## config.mk

```make
export PLATFORM = sky130hd
export DESIGN_NAME = rvs_top
export DESIGN_NICKNAME = d
export VERILOG_FILES = /design/src/hdl/rvs_pkg.sv /design/src/hdl/rvs_filt_if.sv /design/src/hdl/rvs_tick.sv /design/src/hdl/rvs_filt.sv /design/src/hdl/rvs_top.sv
export VERILOG_INCLUDE_DIRS = /design/src /design/src/hdl
export SDC_FILE = /design/constraint.sdc
export NUM_CORES = 1
export LEC_CHECK = 0
export BUFFER_PORTS_ARGS = -buffer_cell sky130_fd_sc_hd__buf_2
export CAP_MARGIN = 0
export CORE_MARGIN = 2
export CORE_UTILIZATION = 56
export CTS_BUF_LIST = sky130_fd_sc_hd__clkbuf_4 sky130_fd_sc_hd__clkbuf_8 sky130_fd_sc_hd__clkbuf_16
export CTS_CLUSTER_DIAMETER = 40
export DETAILED_ROUTE_END_ITERATION = 16
export HOLD_SLACK_MARGIN = 0.08
export PLACE_DENSITY_LB_ADDON = 0.25
export SYNTH_ARGS = -nofsm -noshare
export SYNTH_HDL_FRONTEND = slang
export SYNTH_SLANG_ARGS = --single-unit
```

## constraint.sdc

```tcl
create_clock -name clk_i -period 2.95 [get_ports clk_i]
set_input_delay 0.295 -clock clk_i [delete_from_list [all_inputs] [get_ports clk_i]]
set_output_delay 0.295 -clock clk_i [all_outputs]
set_load 0.005 [all_outputs]
```

## src/hdl/rvs_regs.svh

```systemverilog
// Offsets, fields, resets and timing of the voltage supervisor
// Functional notes
// - Low trip fuse: 95, 93, 91, 89 percent
// - High trip fuse: 105, 107, 109, 111 percent
// - Shared low filter: 5, 15, 25, 40 us
// - Low filter resets to binary 10
// - Shared high filter: 25, 50, 80, 125 us
// - High filter resets to binary 00
// - Own supervise enable per output
// - Supervise enables reset to one
// - Secure mode ignores plain enable writes
// - Turned-on output masked until regulated
// - Disabled output's trip states forced to zero
// - Reference mismatch blocks buck power-up
// - Mismatch while on, notify fuse 0: stages off
// - Mismatch while on, notify fuse 1: interrupt only
// - Sticky flag drives interrupt pin when unmasked
// - Live reference state: 0 in range, 1 out
// - Seven buck, four linear outputs, each independent
// - Filters timed by a 100 kHz tick
`ifndef RVS_REGS_SVH
`define RVS_REGS_SVH

// ----------------------------------------------------------------------------
// Channel layout
// ----------------------------------------------------------------------------
`define RVS_NCH          11
`define RVS_PCT_W        7
`define RVS_CNT_W        4
// Synchronised pin bundle: uv, ov, on, regulated, ref mismatch, system on
`define RVS_PIN_W        46
`define RVS_PIN_UV       0
`define RVS_PIN_OV       11
`define RVS_PIN_ON       22
`define RVS_PIN_OK       33
`define RVS_PIN_REF      44
`define RVS_PIN_SYS      45

// ----------------------------------------------------------------------------
// Register offsets (byte addresses)
// ----------------------------------------------------------------------------
`define RVS_OFS_CTRL     6'h00
`define RVS_OFS_SUPON    6'h04
`define RVS_OFS_SECSUP   6'h08
`define RVS_OFS_UNLOCK   6'h0c
`define RVS_OFS_LOWST    6'h10
`define RVS_OFS_HIGHST   6'h14
`define RVS_OFS_REF      6'h18
`define RVS_OFS_FUSE     6'h1c
`define RVS_UNLOCK_KEY   32'h5ec0_0e11

// ----------------------------------------------------------------------------
// Fields and reset values
// ----------------------------------------------------------------------------
`define RVS_CTRL_LOW     1:0
`define RVS_CTRL_HIGH    3:2
`define RVS_CTRL_SEC     4
`define RVS_REF_FLAG     1
`define RVS_REF_MASK     2
`define RVS_LOW_SEL_RST  2'h2
`define RVS_HIGH_SEL_RST 2'h0
`define RVS_SUPON_RST    11'h7ff

// ----------------------------------------------------------------------------
// Trip percentages and filter times
// ----------------------------------------------------------------------------
`define RVS_LOW_PCT0     7'h5f
`define RVS_LOW_PCT1     7'h5d
`define RVS_LOW_PCT2     7'h5b
`define RVS_LOW_PCT3     7'h59
`define RVS_HIGH_PCT0    7'h69
`define RVS_HIGH_PCT1    7'h6b
`define RVS_HIGH_PCT2    7'h6d
`define RVS_HIGH_PCT3    7'h6f
`define RVS_CLK_HZ       125000000
`define RVS_TICK_HZ      100000
`define RVS_TICK_NS      10000
`define RVS_LOW_NS0      5000
`define RVS_LOW_NS1      15000
`define RVS_LOW_NS2      25000
`define RVS_LOW_NS3      40000
`define RVS_HIGH_NS0     25000
`define RVS_HIGH_NS1     50000
`define RVS_HIGH_NS2     80000
`define RVS_HIGH_NS3     125000

`endif

```

## src/hdl/rvs_pkg.sv

```systemverilog
// Types and decode functions of the voltage supervisor
`include "rvs_regs.svh"
package rvs_pkg;

   // Filter time in whole ticks, rounded up, never below one
   function automatic logic [`RVS_CNT_W-1:0] rvs_ticks(input int ns);
      int t;
      t = (ns + `RVS_TICK_NS - 1) / `RVS_TICK_NS;
      if (t < 1)
      begin
         t = 1;
      end
      return t[`RVS_CNT_W-1:0];
   endfunction

   // Top-level state: one packed struct
   typedef struct packed {
      logic                        ack;
      logic [31:0]                 rdat;
      logic [1:0]                  low_sel;
      logic [1:0]                  high_sel;
      logic                        sec_en;
      logic                        armed;
      logic [`RVS_NCH-1:0]         sup_on;
      logic [`RVS_NCH-1:0]         mask;
      logic [`RVS_PIN_W-1:0]       s1;
      logic [`RVS_PIN_W-1:0]       s2;
      logic [`RVS_PIN_W-1:0]       s3;
      logic [`RVS_PIN_W-1:0]       pin;
      logic                        ref_prev;
      logic                        ref_flag;
      logic                        ref_mask;
      logic                        stage_off;
      logic                        block;
      logic                        irq_n;
      logic [`RVS_NCH*`RVS_PCT_W-1:0] low_pct;
      logic [`RVS_NCH*`RVS_PCT_W-1:0] high_pct;
   } rvs_top_state_t;

endpackage

```

## src/hdl/rvs_filt_if.sv

```systemverilog
// Control-to-filter bundle
interface rvs_filt_if #(parameter int N = 11, parameter int CW = 4);
   logic          tick;
   logic [N-1:0]  raw;
   logic [N-1:0]  hold;
   logic [CW-1:0] limit;
   logic [N-1:0]  state;
   modport ctrl (output tick, output raw, output hold, output limit, input state);
   modport filt (input tick, input raw, input hold, input limit, output state);
endinterface

```

## src/hdl/rvs_tick.sv

```systemverilog
// One-cycle 100 kHz timing enable
module rvs_tick
#(
   parameter int DIV = 1250
)
(
   input  wire logic clk_i,
   input  wire logic rst_i,
   output logic      tick_o
);
   typedef struct packed {
      logic [15:0] cnt;
      logic        tick;
   } rvs_tick_state_t;

   rvs_tick_state_t st_r;
   rvs_tick_state_t st_nxt;

   if (DIV < 2 || DIV > 65535)
   begin : g_chk
      $error("rvs_tick: DIV out of range");
   end

   // ----------------------------------------------------------------------
   // Count down and pulse
   // ----------------------------------------------------------------------
   always_comb
   begin
      st_nxt      = st_r;
      st_nxt.tick = 1'b0;
      if (st_r.cnt == 16'h0)
      begin
         st_nxt.cnt  = 16'(DIV - 1);
         st_nxt.tick = 1'b1;
      end
      else
      begin
         st_nxt.cnt = st_r.cnt - 16'h1;
      end
   end

   always_ff @(posedge clk_i)
   begin
      if (rst_i)
         st_r <= '0;
      else
         st_r <= st_nxt;
   end

   assign tick_o = st_r.tick;
endmodule

```

## src/hdl/rvs_filt.sv

```systemverilog
// Persistence filter, one shared filter time per group
module rvs_filt
#(
   parameter int N  = 11,
   parameter int CW = 4
)
(
   input  wire logic  clk_i,
   input  wire logic  rst_i,
   rvs_filt_if.filt   fi
);
   typedef struct packed {
      logic [N-1:0][CW-1:0] cnt;
      logic [N-1:0]         state;
   } rvs_filt_state_t;

   rvs_filt_state_t st_r;
   rvs_filt_state_t st_nxt;

   if (N < 1 || CW < 1)
   begin : g_chk
      $error("rvs_filt: bad size");
   end

   // ----------------------------------------------------------------------
   // Per-channel persistence count
   // ----------------------------------------------------------------------
   always_comb
   begin
      st_nxt = st_r;
      for (int i = 0; i < N; i++)
      begin
         if (fi.hold[i])
         begin
            st_nxt.cnt[i]   = '0;
            st_nxt.state[i] = 1'b0;
         end
         else if (!fi.raw[i])
         begin
            st_nxt.cnt[i]   = '0;
            st_nxt.state[i] = 1'b0;
         end
         else if (fi.tick && !st_r.state[i])
         begin
            if (st_r.cnt[i] + CW'(1) >= fi.limit)
               st_nxt.state[i] = 1'b1;
            else
               st_nxt.cnt[i] = st_r.cnt[i] + CW'(1);
         end
      end
   end

   always_ff @(posedge clk_i)
   begin
      if (rst_i)
         st_r <= '0;
      else
         st_r <= st_nxt;
   end

   assign fi.state = st_r.state;
endmodule

```

## src/hdl/rvs_top.sv

```systemverilog
// Voltage supervisor top: sync, masking, filters, reference check, registers
`include "rvs_regs.svh"
module rvs_top
   import rvs_pkg::*;
#(
   parameter int NCH = `RVS_NCH,
   parameter int DIV = `RVS_CLK_HZ / `RVS_TICK_HZ
)
(
   input  wire logic                          clk_i,
   input  wire logic                          rst_i,
   // Wishbone classic slave
   input  wire logic                          cyc_i,
   input  wire logic                          stb_i,
   input  wire logic                          we_i,
   input  wire logic [5:0]                    adr_i,
   input  wire logic [3:0]                    sel_i,
   input  wire logic [31:0]                   dat_i,
   output logic [31:0]                        dat_o,
   output logic                               ack_o,
   // Fuse codes, two bits per output (static after load)
   input  wire logic [13:0]                   buck_low_trip_fuse_i,
   input  wire logic [7:0]                    linear_low_trip_fuse_i,
   input  wire logic [13:0]                   buck_high_trip_fuse_i,
   input  wire logic [7:0]                    linear_high_trip_fuse_i,
   input  wire logic                          ref_check_notify_only_i,
   // Analog side, asynchronous
   input  wire logic [NCH-1:0]                under_voltage_i,
   input  wire logic [NCH-1:0]                over_voltage_i,
   input  wire logic [NCH-1:0]                reg_on_i,
   input  wire logic [NCH-1:0]                reg_in_regulation_i,
   input  wire logic                          ref_mismatch_i,
   input  wire logic                          system_on_i,
   // Results
   output logic [NCH*`RVS_PCT_W-1:0]          low_trip_pct_o,
   output logic [NCH*`RVS_PCT_W-1:0]          high_trip_pct_o,
   output logic [NCH-1:0]                     low_trip_state_o,
   output logic [NCH-1:0]                     high_trip_state_o,
   output logic                               power_stage_off_o,
   output logic                               buck_start_block_o,
   output logic                               irq_out_n_o
);

   if (NCH != `RVS_NCH)
   begin : g_chk
      $error("rvs_top: NCH fixed by register layout");
   end

   // ----------------------------------------------------------------------
   // Decode functions
   // ----------------------------------------------------------------------
   function automatic logic [`RVS_PCT_W-1:0] low_pct(input logic [1:0] c);
      unique case (c)
         2'h0: low_pct = `RVS_LOW_PCT0;
         2'h1: low_pct = `RVS_LOW_PCT1;
         2'h2: low_pct = `RVS_LOW_PCT2;
         2'h3: low_pct = `RVS_LOW_PCT3;
      endcase
   endfunction

   function automatic logic [`RVS_PCT_W-1:0] high_pct(input logic [1:0] c);
      unique case (c)
         2'h0: high_pct = `RVS_HIGH_PCT0;
         2'h1: high_pct = `RVS_HIGH_PCT1;
         2'h2: high_pct = `RVS_HIGH_PCT2;
         2'h3: high_pct = `RVS_HIGH_PCT3;
      endcase
   endfunction

   // Byte-lane write merge
   function automatic logic [31:0] merge(input logic [31:0] old, input logic [31:0] d,
                                         input logic [3:0] s);
      logic [31:0] m;
      m = {{8{s[3]}}, {8{s[2]}}, {8{s[1]}}, {8{s[0]}}};
      merge = (old & ~m) | (d & m);
   endfunction

   // ----------------------------------------------------------------------
   // State and sub-blocks
   // ----------------------------------------------------------------------
   rvs_top_state_t st_r;
   rvs_top_state_t st_nxt;
   logic           tick;
   logic [31:0]    wr_ctrl;
   logic [31:0]    wr_sup;
   logic [21:0]    low_fuse;
   logic [21:0]    high_fuse;

   rvs_filt_if #(.N(NCH), .CW(`RVS_CNT_W)) low_if ();
   rvs_filt_if #(.N(NCH), .CW(`RVS_CNT_W)) high_if ();

   rvs_tick #(.DIV(DIV)) u_tick
   (
      .clk_i  (clk_i),
      .rst_i  (rst_i),
      .tick_o (tick)
   );

   rvs_filt #(.N(NCH), .CW(`RVS_CNT_W)) u_low
   (
      .clk_i (clk_i),
      .rst_i (rst_i),
      .fi    (low_if)
   );

   rvs_filt #(.N(NCH), .CW(`RVS_CNT_W)) u_high
   (
      .clk_i (clk_i),
      .rst_i (rst_i),
      .fi    (high_if)
   );

   // ----------------------------------------------------------------------
   // Filter hookup
   // ----------------------------------------------------------------------
   // hold while disabled or masked
   assign low_if.tick   = tick;
   assign low_if.raw    = st_r.pin[`RVS_PIN_UV +: `RVS_NCH];
   assign low_if.hold   = ~st_r.sup_on | st_r.mask;
   assign high_if.tick  = tick;
   assign high_if.raw   = st_r.pin[`RVS_PIN_OV +: `RVS_NCH];
   assign high_if.hold  = ~st_r.sup_on | st_r.mask;

   always_comb
   begin
      unique case (st_r.low_sel)
         2'h0: low_if.limit = rvs_ticks(`RVS_LOW_NS0);
         2'h1: low_if.limit = rvs_ticks(`RVS_LOW_NS1);
         2'h2: low_if.limit = rvs_ticks(`RVS_LOW_NS2);
         2'h3: low_if.limit = rvs_ticks(`RVS_LOW_NS3);
      endcase
   end

   always_comb
   begin
      unique case (st_r.high_sel)
         2'h0: high_if.limit = rvs_ticks(`RVS_HIGH_NS0);
         2'h1: high_if.limit = rvs_ticks(`RVS_HIGH_NS1);
         2'h2: high_if.limit = rvs_ticks(`RVS_HIGH_NS2);
         2'h3: high_if.limit = rvs_ticks(`RVS_HIGH_NS3);
      endcase
   end

   // Bucks first, then linear outputs
   assign low_fuse  = {linear_low_trip_fuse_i, buck_low_trip_fuse_i};
   assign high_fuse = {linear_high_trip_fuse_i, buck_high_trip_fuse_i};

   // ----------------------------------------------------------------------
   // Next-state logic
   // ----------------------------------------------------------------------
   always_comb
   begin
      logic acc;
      logic wr;
      logic bad_rise;
      acc      = 1'b0;
      wr       = 1'b0;
      bad_rise = 1'b0;
      st_nxt   = st_r;
      wr_ctrl  = merge({27'h0, st_r.sec_en, st_r.high_sel, st_r.low_sel}, dat_i, sel_i);
      wr_sup   = merge({21'h0, st_r.sup_on}, dat_i, sel_i);

      // Three-stage sync; a level counts once stages two and three agree
      st_nxt.s1 = {system_on_i, ref_mismatch_i, reg_in_regulation_i, reg_on_i,
                   over_voltage_i, under_voltage_i};
      st_nxt.s2 = st_r.s1;
      st_nxt.s3 = st_r.s2;
      for (int b = 0; b < `RVS_PIN_W; b++)
      begin
         if (st_r.s2[b] == st_r.s3[b])
            st_nxt.pin[b] = st_r.s3[b];
      end

      // low trip decode, high trip decode, per channel
      for (int i = 0; i < NCH; i++)
      begin
         st_nxt.low_pct[i*`RVS_PCT_W +: `RVS_PCT_W]  = low_pct(low_fuse[2*i +: 2]);
         st_nxt.high_pct[i*`RVS_PCT_W +: `RVS_PCT_W] = high_pct(high_fuse[2*i +: 2]);
      end

      st_nxt.mask = ~st_r.pin[`RVS_PIN_ON +: `RVS_NCH]
                  | (st_r.mask & ~st_r.pin[`RVS_PIN_OK +: `RVS_NCH]);

      bad_rise        = st_r.pin[`RVS_PIN_REF] & ~st_r.ref_prev;
      st_nxt.ref_prev = st_r.pin[`RVS_PIN_REF];

      // no buck power-up while references disagree
      st_nxt.block = st_r.pin[`RVS_PIN_REF] & ~st_r.pin[`RVS_PIN_SYS];

      // shutdown unless notify-only; notify-only keeps running
      if (st_r.pin[`RVS_PIN_REF] && st_r.pin[`RVS_PIN_SYS] && !ref_check_notify_only_i)
         st_nxt.stage_off = 1'b1;

      // Wishbone: answer one cycle after the request, drop ack right after
      acc        = cyc_i & stb_i & ~st_r.ack;
      wr         = acc & we_i;
      st_nxt.ack = acc;
      if (acc)
      begin
         unique case (adr_i)
            `RVS_OFS_CTRL:   st_nxt.rdat = {27'h0, st_r.sec_en, st_r.high_sel, st_r.low_sel};
            `RVS_OFS_SUPON:  st_nxt.rdat = {21'h0, st_r.sup_on};
            `RVS_OFS_SECSUP: st_nxt.rdat = {21'h0, st_r.sup_on};
            `RVS_OFS_UNLOCK: st_nxt.rdat = {31'h0, st_r.armed};
            `RVS_OFS_LOWST:  st_nxt.rdat = {21'h0, low_if.state};
            `RVS_OFS_HIGHST: st_nxt.rdat = {21'h0, high_if.state};
            `RVS_OFS_REF:    st_nxt.rdat = {27'h0, st_r.block, st_r.stage_off, st_r.ref_mask,
                                            st_r.ref_flag, st_r.pin[`RVS_PIN_REF]};
            `RVS_OFS_FUSE:   st_nxt.rdat = {9'h0, ref_check_notify_only_i, high_fuse};
            default:         st_nxt.rdat = 32'h0;
         endcase
      end

      if (wr)
      begin
         // Any write other than the key write to the unlock offset disarms the secure sequence
         st_nxt.armed = 1'b0;
         unique case (adr_i)
            `RVS_OFS_CTRL:
            begin
               st_nxt.low_sel  = wr_ctrl[`RVS_CTRL_LOW];
               st_nxt.high_sel = wr_ctrl[`RVS_CTRL_HIGH];
               st_nxt.sec_en   = wr_ctrl[`RVS_CTRL_SEC];
            end
            `RVS_OFS_SUPON:
            begin
               if (!st_r.sec_en)
                  st_nxt.sup_on = wr_sup[`RVS_NCH-1:0];
            end
            // secure path needs the key write just before
            `RVS_OFS_SECSUP:
            begin
               if (st_r.armed)
                  st_nxt.sup_on = wr_sup[`RVS_NCH-1:0];
            end
            `RVS_OFS_UNLOCK:
            begin
               st_nxt.armed = (sel_i == 4'hf) && (dat_i == `RVS_UNLOCK_KEY);
            end
            `RVS_OFS_REF:
            begin
               if (sel_i[0] && dat_i[`RVS_REF_FLAG])
                  st_nxt.ref_flag = 1'b0;
               if (sel_i[0])
                  st_nxt.ref_mask = dat_i[`RVS_REF_MASK];
            end
            default:
            begin
               st_nxt.armed = 1'b0;
            end
         endcase
      end

      // sticky flag, set wins over clear
      if (bad_rise)
         st_nxt.ref_flag = 1'b1;

      st_nxt.irq_n = ~(st_nxt.ref_flag & ~st_nxt.ref_mask);
   end

   // ----------------------------------------------------------------------
   // State register
   // ----------------------------------------------------------------------
   always_ff @(posedge clk_i)
   begin
      if (rst_i)
      begin
         st_r          <= '0;
         st_r.low_sel  <= `RVS_LOW_SEL_RST;
         st_r.high_sel <= `RVS_HIGH_SEL_RST;
         st_r.sup_on   <= `RVS_SUPON_RST;
         st_r.mask     <= '1;
         st_r.irq_n    <= 1'b1;
      end
      else
      begin
         st_r <= st_nxt;
      end
   end

   // ----------------------------------------------------------------------
   // Outputs, all from flip-flops
   // ----------------------------------------------------------------------
   assign dat_o              = st_r.rdat;
   assign ack_o              = st_r.ack;
   assign low_trip_pct_o     = st_r.low_pct;
   assign high_trip_pct_o    = st_r.high_pct;
   assign low_trip_state_o   = low_if.state;
   assign high_trip_state_o  = high_if.state;
   assign power_stage_off_o  = st_r.stage_off;
   assign buck_start_block_o = st_r.block;
   assign irq_out_n_o        = st_r.irq_n;

endmodule

```

# Word-level counts from Yosys, hierarchy flattened
# Index checks and enable logic that the tools add are counted.
# W data, S select, Z words.
# word_totals
regBits	532
in_bits	138
out_inout_bits	212
elab_cells	535
# classes
addsub	23
magnitude_cmp	22
eq_ne	129
n_mux	36
bitwise_logic	67
reduce_logical	146
# ops
operator	n
$pmux W7 S4	22
$pmux W23 S7	1
$eq A2 B2 Y1 const B	48
$reduce_and A2 Y1	45
$add A4 B1 Y4 const B	22
$ge A4 B4 Y1	22
$reduce_or A3 Y1	22
$not A1 Y1	49
$eq A2 B1 Y1 const B	24
$logic_not A2 Y1	24
$eq A1 B1 Y1	46
$not A11 Y11	4
$and A11 B11 Y11	3
$mux W11	3
$or A11 B11 Y11	3
$eq A32 B31 Y1 const B	1
$pmux W4 S4	2
$logic_and A1 B1 Y1	26
$eq A6 B5 Y1 const B	4
$logic_not A1 Y1	23
$pmux W11 S2	1
$logic_not A16 Y1	1
$sub A16 B1 Y16 const B	1
$eq A6 B4 Y1 const B	2
12 further kinds	24

# Logic depth before layout (Yosys ltp)
# Gate-level depths: netlist of the first run.
# depth
ltp_word	7
mapped_depth	8
ltp_nobuf	8

# Modules after synthesis
# From an unflattened synthesis of the first run, not the netlist that was laid out.
# hier_totals
hier_cells	1988
area_unflattened_um2	18758.0
# modules_own_cells
module	instances	cells_each	area_per_inst_um2	seq_area_each_um2
rvs_top	1	1087	10590.2	5745.5
rvs_filt	2	409	3698.5	1101.1
rvs_tick	1	83	770.7	340.3

# Worst setup path after synthesis of the first run
# OpenSTA, ideal clock, no wires.
# synth_path
path_type	reg-to-reg
startpoint	register with a tool-made name
endpoint	register u_low.st_r[42] in the netlist's numbering
setup_ns	0.115
t_arrival_ns	2.328
required_time_ns	2.835
slack_ns	0.506
stages_incl_launch_ff	9
n_path_buf	0
period_less_slack_ns	2.444
path_cell_list	dfxtp_1 > inv_1 > ha_1 > or2_2 > ha_1 > nor2_1 > a21oi_1 > or4b_2 > and3_1
# synth_lines
item	line_no	text
to (signal assigned)	rvs_filt.sv:58	st_r <= st_nxt;
to (decl)	rvs_filt.sv:17	rvs_filt_state_t st_r;

==> impl_results.md, run 1 <==
- Area contributors post-synth: dfxtp_1 44%, buf_4 8.3%, ha_1 6.9%
- Hold Path Class: in2reg
- Area share of the largest cell type after synthesis: 0.441
- Worst Clk Skew: 12.6 ps
- Buffers added on ports: 318
- DRT antenna net count: 0
- Post-Syn Instances: 1992
- Worst-Margin Slew: 994 ps
- Min Tclk post-route: 2730 ps
- Die area: 0.0350 mm2
- Max IR drop VDD: 0.529 mV
- Synth top cells by count: 414 x dfxtp_1, 208 x buf_4, 166 x nor2b_1
- Post-route DRC: 0
- Post-DP HPWL: 31200 um
- Status: finished clean
- Relative slew slack: 0.337
- Post-route setup TNS: 0 ps
- 1st-iter DRT viols: 711
- Rows: 67
- Setup ws final: 222 ps
- First-pass GRT wire length: 70400 um
- Nets: 2491
- Setup crit start kind: flip-flop
- Area Overhead vs Synth: 18.4%
- Synthesized area: 0.0188 mm2
- Fin crit share: 0.925
- Die X: 187 um
- Critical Path End Type: flip-flop
- P_leak: 9.29 nW
- Overflow left after global routing: 0
- CP required: 3450 ps
- YS warnings: 0
- Worst-Skew Late Latency: 580 ps
- Synth async-reset ratio: 0
- Routed vias: 14600
- Initial antenna violation count: 4
- Cell taking the most area after synthesis: dfxtp_1
- Synth Flop Type: dfxtp_1
- Post-synthesis register bit count: 414
- DR vias/cell: 5.32
- Starting density of the core: 0.565
- PwrDens: 614 mW/mm2
- Total wire length: 44400 um
- Wire length per cell: 16.2 um
- CTS root buf: clkbuf_16
- Seq/Total Area, Yosys: 0.441
- Clk pin slew, worst setup/hold paths: 60 ps
- Final hold vios: 0
- RSZ-0062 raised after global routing: false
- CTS Buf Count: 51
- Max-cap violation count: 0
- Die height: 187 um
- Synth unique cells: 63
- WS Path Type: reg2reg
- Core area: 0.0333 mm2
- Final setup violating endpoints: 0
- Fraction of layout cells with a size suffix above 1: 0.198
- Top-count cell post-synth: dfxtp_1
- Vias in the first global route: 14300
- Worst-path maximum fanout: 7
- Htree depth: 2
- Syn_area_per_cell: 9.43 um2
- Fillcell total: 2554
- Setup WS pre-CTS: 268 ps
- Max-slew violation count: 0
- Ports: 350
- Fmax: 367 MHz
- Total iterations of the first detailed-routing run: 5
- Largest net degree at the start of global routing: 229
- Clock sink count: 414
- EDFF count, synth: 0
- GRT Overall Usage: 0.247
- Max Buffers Root-to-Sink: 3
- RD Place Congestion: 0.889
- WP data arrival: 3230 ps
- Post-CTS setup buffer count: 0
- TritonCTS clock tree: built
sequential cells by signal, indices dropped and copies added, names as in the netlist, named ones only:
register,cells
u_high.fi.state,11
u_tick.tick_o,1
st_r,84
low_trip_pct_o,23
low_if.raw,11
high_trip_pct_o,22
u_low.st_r,44
irq_out_n_o,1
power_stage_off_o,1
buck_start_block_o,1
high_if.raw,11
u_tick.st_r,16
st_nxt,93
u_high.st_r,44
u_low.fi.state,11
dat_o,23
ack_o,1
cell families (layout without fill, tap and decap cells):
family | count (synthesis) | count (layout) | share of synthesized area
AO/OA/AOI/OAI | 362 | 362 | 0.120
XOR/XNOR | 65 | 65 | 0.0303
adder cells (fa/ha/maj) | 103 | 103 | 0.0686
buffers and inverters | 315 | 584 | 0.105
flip-flops | 414 | 414 | 0.441
multiplexers | 75 | 75 | 0.0415
other | 1 | 33 | 0.000200
AND/OR/NAND/NOR | 657 | 657 | 0.193
worst max-delay path, cell delays in order (launching register included):
cell and delay [ps]:
dfxtp_1 390, inv_1 90, ha_1 200, or2_2 390
buf_4 200, ha_1 280, nor3b_1 380, o21ai_0 230
or3_1 350, a21oi_1 150
metrics by stage:
| step | hold slack (ps) | std cells | utilization | power [mW] | instance area (um2) |
|---|---|---|---|---|---|
| after global placement | 403 | 2542 | 0.584 | 7.34 | 19500 |
| final | 107 | 2741 | 0.668 | 13.7 | 22200 |
| after CTS | 98.6 | 2739 | 0.668 | 13.7 | 22200 |
| after global routing | 119 | 2741 | 0.668 | 14.2 | 22200 |
| after floorplan | 367 | 2022 | - | 7.11 | 18900 |
| after detailed placement | 410 | 2542 | 0.584 | 7.37 | 19500 |
where the power goes:
group | internal, mW | switching [mW] | total (mW) | leakage (nW)
Sequential | 5.80 | 0.146 | 5.94 | 3.37
Clock | 3.80 | 2.48 | 6.27 | 0.862
Combinational | 0.681 | 0.762 | 1.44 | 5.05
Total | 10.3 | 3.39 | 13.7 | 9.29
area by class of cell:
class	count	area [um2]	share of cell area
clock inverter	31	347	0.0156
multi-input combinational	1293	8650	0.389
antenna	2	5.00	0.000225
tap	448	561	0.0252
sequential	414	8290	0.373
inverter	46	173	0.00776
timing repair buffer	444	2820	0.127
clock buffer	63	1410	0.0633
placed cells by master (no fill, tap or decap), types with 5 or more instances in the layout:
| master | netlist | layout |
|---|---|---|
| nor2b_1 | 166 | 166 |
| nor4bb_1 | 13 | 13 |
| nor4_1 | 21 | 21 |
| or4_1 | 5 | 5 |
| nand2b_1 | 62 | 62 |
| nor3b_1 | 21 | 20 |
| nor3_1 | 17 | 17 |
| clkbuf_16 | 0 | 52 |
| o21ai_0 | 124 | 124 |
| clkinvlp_4 | 0 | 6 |
| o2bb2ai_1 | 6 | 6 |
| nand2_1 | 153 | 153 |
| clkinv_2 | 0 | 12 |
| conb_1 | 1 | 31 |
| and4_1 | 23 | 23 |
| xor2_1 | 36 | 36 |
| a31oi_1 | 6 | 6 |
| inv_1 | 45 | 45 |
| a211oi_1 | 14 | 14 |
| ha_1 | 103 | 103 |
| a2111oi_0 | 24 | 24 |
| dlygate4sd3_1 | 0 | 103 |
| clkbuf_8 | 0 | 5 |
| dfxtp_1 | 414 | 413 |
| o21a_1 | 27 | 27 |
| buf_2 | 3 | 317 |
| nand3_1 | 34 | 34 |
| buf_4 | 208 | 22 |
| o211ai_1 | 12 | 12 |
| xnor2_1 | 29 | 29 |
| or3_1 | 25 | 25 |
| mux2i_1 | 70 | 70 |
| a211o_1 | 8 | 8 |
| clkbuf_4 | 0 | 7 |
| a22oi_1 | 22 | 22 |
| nor2_1 | 91 | 91 |
| a21oi_1 | 97 | 97 |
final timing paths:
path,start,end,slack [ps],cells after the start
hold reg to reg,st_r[187],st_r[349],420,1
setup / recovery,flip-flop,u_low.st_r[31],220,9
hold / removal,rst_i,low_trip_pct_o[44],110,2
setup reg to reg,flip-flop,u_low.st_r[31],220,9
what timing repair did:
action                                  in CTS  in global routing
gates resized for setup                      0                  1
endpoints found under the setup margin       0                  1
hold endpoints to repair                   123                  0
hold buffers                               103                  0
layer usage:
layer,GRT usage,wire length (um),vias up
met5,0,13,-
met4,0.134,2250,2
met3,0.0546,3030,122
met2,0.427,21100,517
met1,0.285,18000,6732
li1,-,-,7204
No activity file was read; power rests on OpenSTA's default activity.
==> run 2, diff against run 1 <==
--- a/config.mk
+++ b/config.mk
@@ -6,6 +6,7 @@
 export SDC_FILE = /design/constraint.sdc
 export NUM_CORES = 1
 export LEC_CHECK = 0
+export ABC_AREA = 1
 export BUFFER_PORTS_ARGS = -buffer_cell sky130_fd_sc_hd__buf_2
 export CAP_MARGIN = 0
 export CORE_MARGIN = 2
==> impl_results.md, run 2 <==
- Clk pin slew, worst setup/hold paths: 60 ps (about the same)
- Placement Cell Area: 0.0191 mm2 (-1.9%)
- Synth Flop Type: dfxtp_1
- Hold Path Class: in2reg
- Status: finished clean
- Worst Clk Skew: 12.9 ps (+0.359 ps)
- P_leak: 10.3 nW (+11%)
- Fin crit share: 0.833 (-0.0915)
- Initial antenna violation count: 2 (-2)
- Area share of the largest cell type after synthesis: 0.449 (+0.00810)
- EDFF count, synth: 0 (unchanged)
- WHS: 108 ps (+0.882 ps)
- Fraction of layout cells with a size suffix above 1: 0.183 (-0.0149)
- Cell taking the most area after synthesis: dfxtp_1
- Post-route DRC: 0 (unchanged)
- Worst-Margin Slew: 985 ps (-9.10 ps)
- Overflow left after global routing: 0 (unchanged)
- Worst-Skew Late Latency: 560 ps (-20 ps)
- DR vias/cell: 5.01 (-5.8%)
- Cts repair resizes: 0 (unchanged)
- First-pass GRT wire length: 69500 um (-1.2%)
- CTS root buf: clkbuf_16
- Rows: 66 (-1.5%)
- Area contributors post-synth: dfxtp_1 45%, buf_4 8.6%, ha_1 7.0%
- Relative slew slack: 0.343 (+0.00607)
- Ports: 350 (unchanged)
- GRT Overall Usage: 0.254 (+0.00651)
- Max IR drop VDD: 0.430 mV (-19%)
- Syn_area_per_cell: 8.18 um2 (-13%)
- Post-route setup TNS: 0 ps (unchanged)
- Wire length per cell: 14.8 um (-8.7%)
- Die area: 0.0344 mm2 (-1.8%)
- Nets: 2764 (+11%)
- DRT antenna net count: 0 (unchanged)
- Routed vias: 15100 (+3.4%)
- Post-synthesis register bit count: 414 (unchanged)
- CP required: 3400 ps (-50 ps)
- Post-DP HPWL: 31100 um (-0.35%)
- Htree depth: 2 (unchanged)
- Fmax: 407 MHz (+11%)
- Post-Syn Instances: 2256 (+13%)
- Buffers added on ports: 318 (unchanged)
- Total power: 13.7 mW (+0.17%)
- WS Path Type: reg2reg
- Most common cell after layout, fill and taps aside: dfxtp_1
- Largest net degree at the start of global routing: 89 (-61%)
- Seq/Total Area, Yosys: 0.449 (+0.00810)
- WP data arrival: 2900 ps (-330 ps)
- Starting density of the core: 0.569 (+0.00394)
- CTS Buf Count: 51 (unchanged)
- Synth async-reset ratio: 0 (unchanged)
- Area Overhead vs Synth: 18.4% (about the same)
- Max-cap violation count: 0 (unchanged)
- Synth top cells by count: 414 x dfxtp_1, 334 x nor2_1, 319 x inv_1
- Min Tclk post-route: 2460 ps (-270 ps)
- Top-count cell post-synth: dfxtp_1
- PwrDens: 626 mW/mm2 (+2.0%)
- Commonest non-fill, non-tap cells in the layout: 413 x dfxtp_1, 334 x nor2_1, 319 x inv_1
- Final instance area: 0.0219 mm2 (-1.8%)
- RD Place Congestion: 0.856 (-3.7%)
- Synth unique cells: 42 (-33%)
- Die height: 186 um (-0.89%)
- Worst-path maximum fanout: 11 (+4)
- RSZ-0062 raised after global routing: false
- Hold_sp: sel_i[1]
- Max reg flops: 93 (unchanged)
- YS warnings: 0 (unchanged)
- Total iterations of the first detailed-routing run: 6 (+1)
- Total wire length: 44500 um (+0.26%)
- Final setup violating endpoints: 0 (unchanged)
- Max Buffers Root-to-Sink: 3 (unchanged)
- Setup crit start kind: flip-flop
- Die X: 186 um (-0.89%)
- Vias in the first global route: 14100 (-1.4%)
- Core area: 0.0325 mm2 (-2.5%)
- TritonCTS clock tree: built
- Worst R2R Setup Slack: 490 ps (+270 ps)
- Clock sink count: 414 (unchanged)
- 1st-iter DRT viols: 1216 (+71%)
- Final hold vios: 0 (unchanged)
- Critical Path End Type: flip-flop
- Synthesized area: 0.0185 mm2 (-1.8%)
- Max-slew violation count: 0 (unchanged)
## run 2: cell types whose count changed in the layout (fill, tap and decap cells not counted), sizes merged, moves of 62 or more
cell and delta:
nand2b -62, nand3 +97, mux2i -70, nor2b -166
nor2 +253, inv +282
## run 2: power breakdown
group / total (mW) / switching, mW / internal, mW
Combinational: 1.50 / 0.933 / 0.563
Clock: 6.25 / 2.47 / 3.78
Sequential: 5.94 / 0.130 / 5.81
## run 2: per-stage QoR
step           cells  utilization  worst slack (ps)
2_1_floorplan   2286            -               660
3_3_place_gp    2809        0.588               628
3_5_place_dp    2809        0.588               514
4_1_cts         3007        0.673               498
5_1_grt         3007        0.673               245
6_report        3009        0.673               492
## run 2: logic make-up after synthesis
| group | share of synthesized area |
|---|---|
| compound gates | 0.0980 |
| flops | 0.449 |
| buf+inv | 0.164 |
| xor+xnor | 0.0252 |
| simple gates | 0.194 |
| fa+ha+maj | 0.0698 |
| other cells | 0.000203 |
## run 2: worst paths after layout
check | cells after the start | endpoint
max | 10 | u_low.st_r[43]
min reg2reg | 2 | st_nxt[208]
min | 3 | flip-flop
max reg2reg | 10 | u_low.st_r[43]
## run 2: critical path: stages, from the launching register on
cell      delay (ps)
dfxtp_1          350
inv_1             90
ha_1             190
or2_2            430
ha_1             330
inv_1             60
a21boi_0         100
o21ai_0          210
nand4_1          270
o21ai_0          250
nor2_1            50
## run 2: final cells by class
type / instances / area [um2]
flip-flops and latches: 414 / 8290
fillers: 2530 / 10600
repair buffers: 442 / 2790
diodes: 2 / 5.00
well taps: 442 / 553
inverters: 323 / 1210
clock buffers: 66 / 1450
multi-input cells: 1291 / 7260
clock inverters: 29 / 293
## run 2: metal layers
layer	track usage	vias to the layer above	part of all wire
li1	-	7553	-
met1	0.321	6940	0.42
met2	0.434	496	0.48
met3	0.0501	82	0.072
met4	0.0838	2	0.027
met5	0	-	0.00040
## run 2: timing repair
action                    in CTS  in global routing
hold buffers                 103                  0
buffers inserted               0                  0
hold endpoints to repair     115                  0
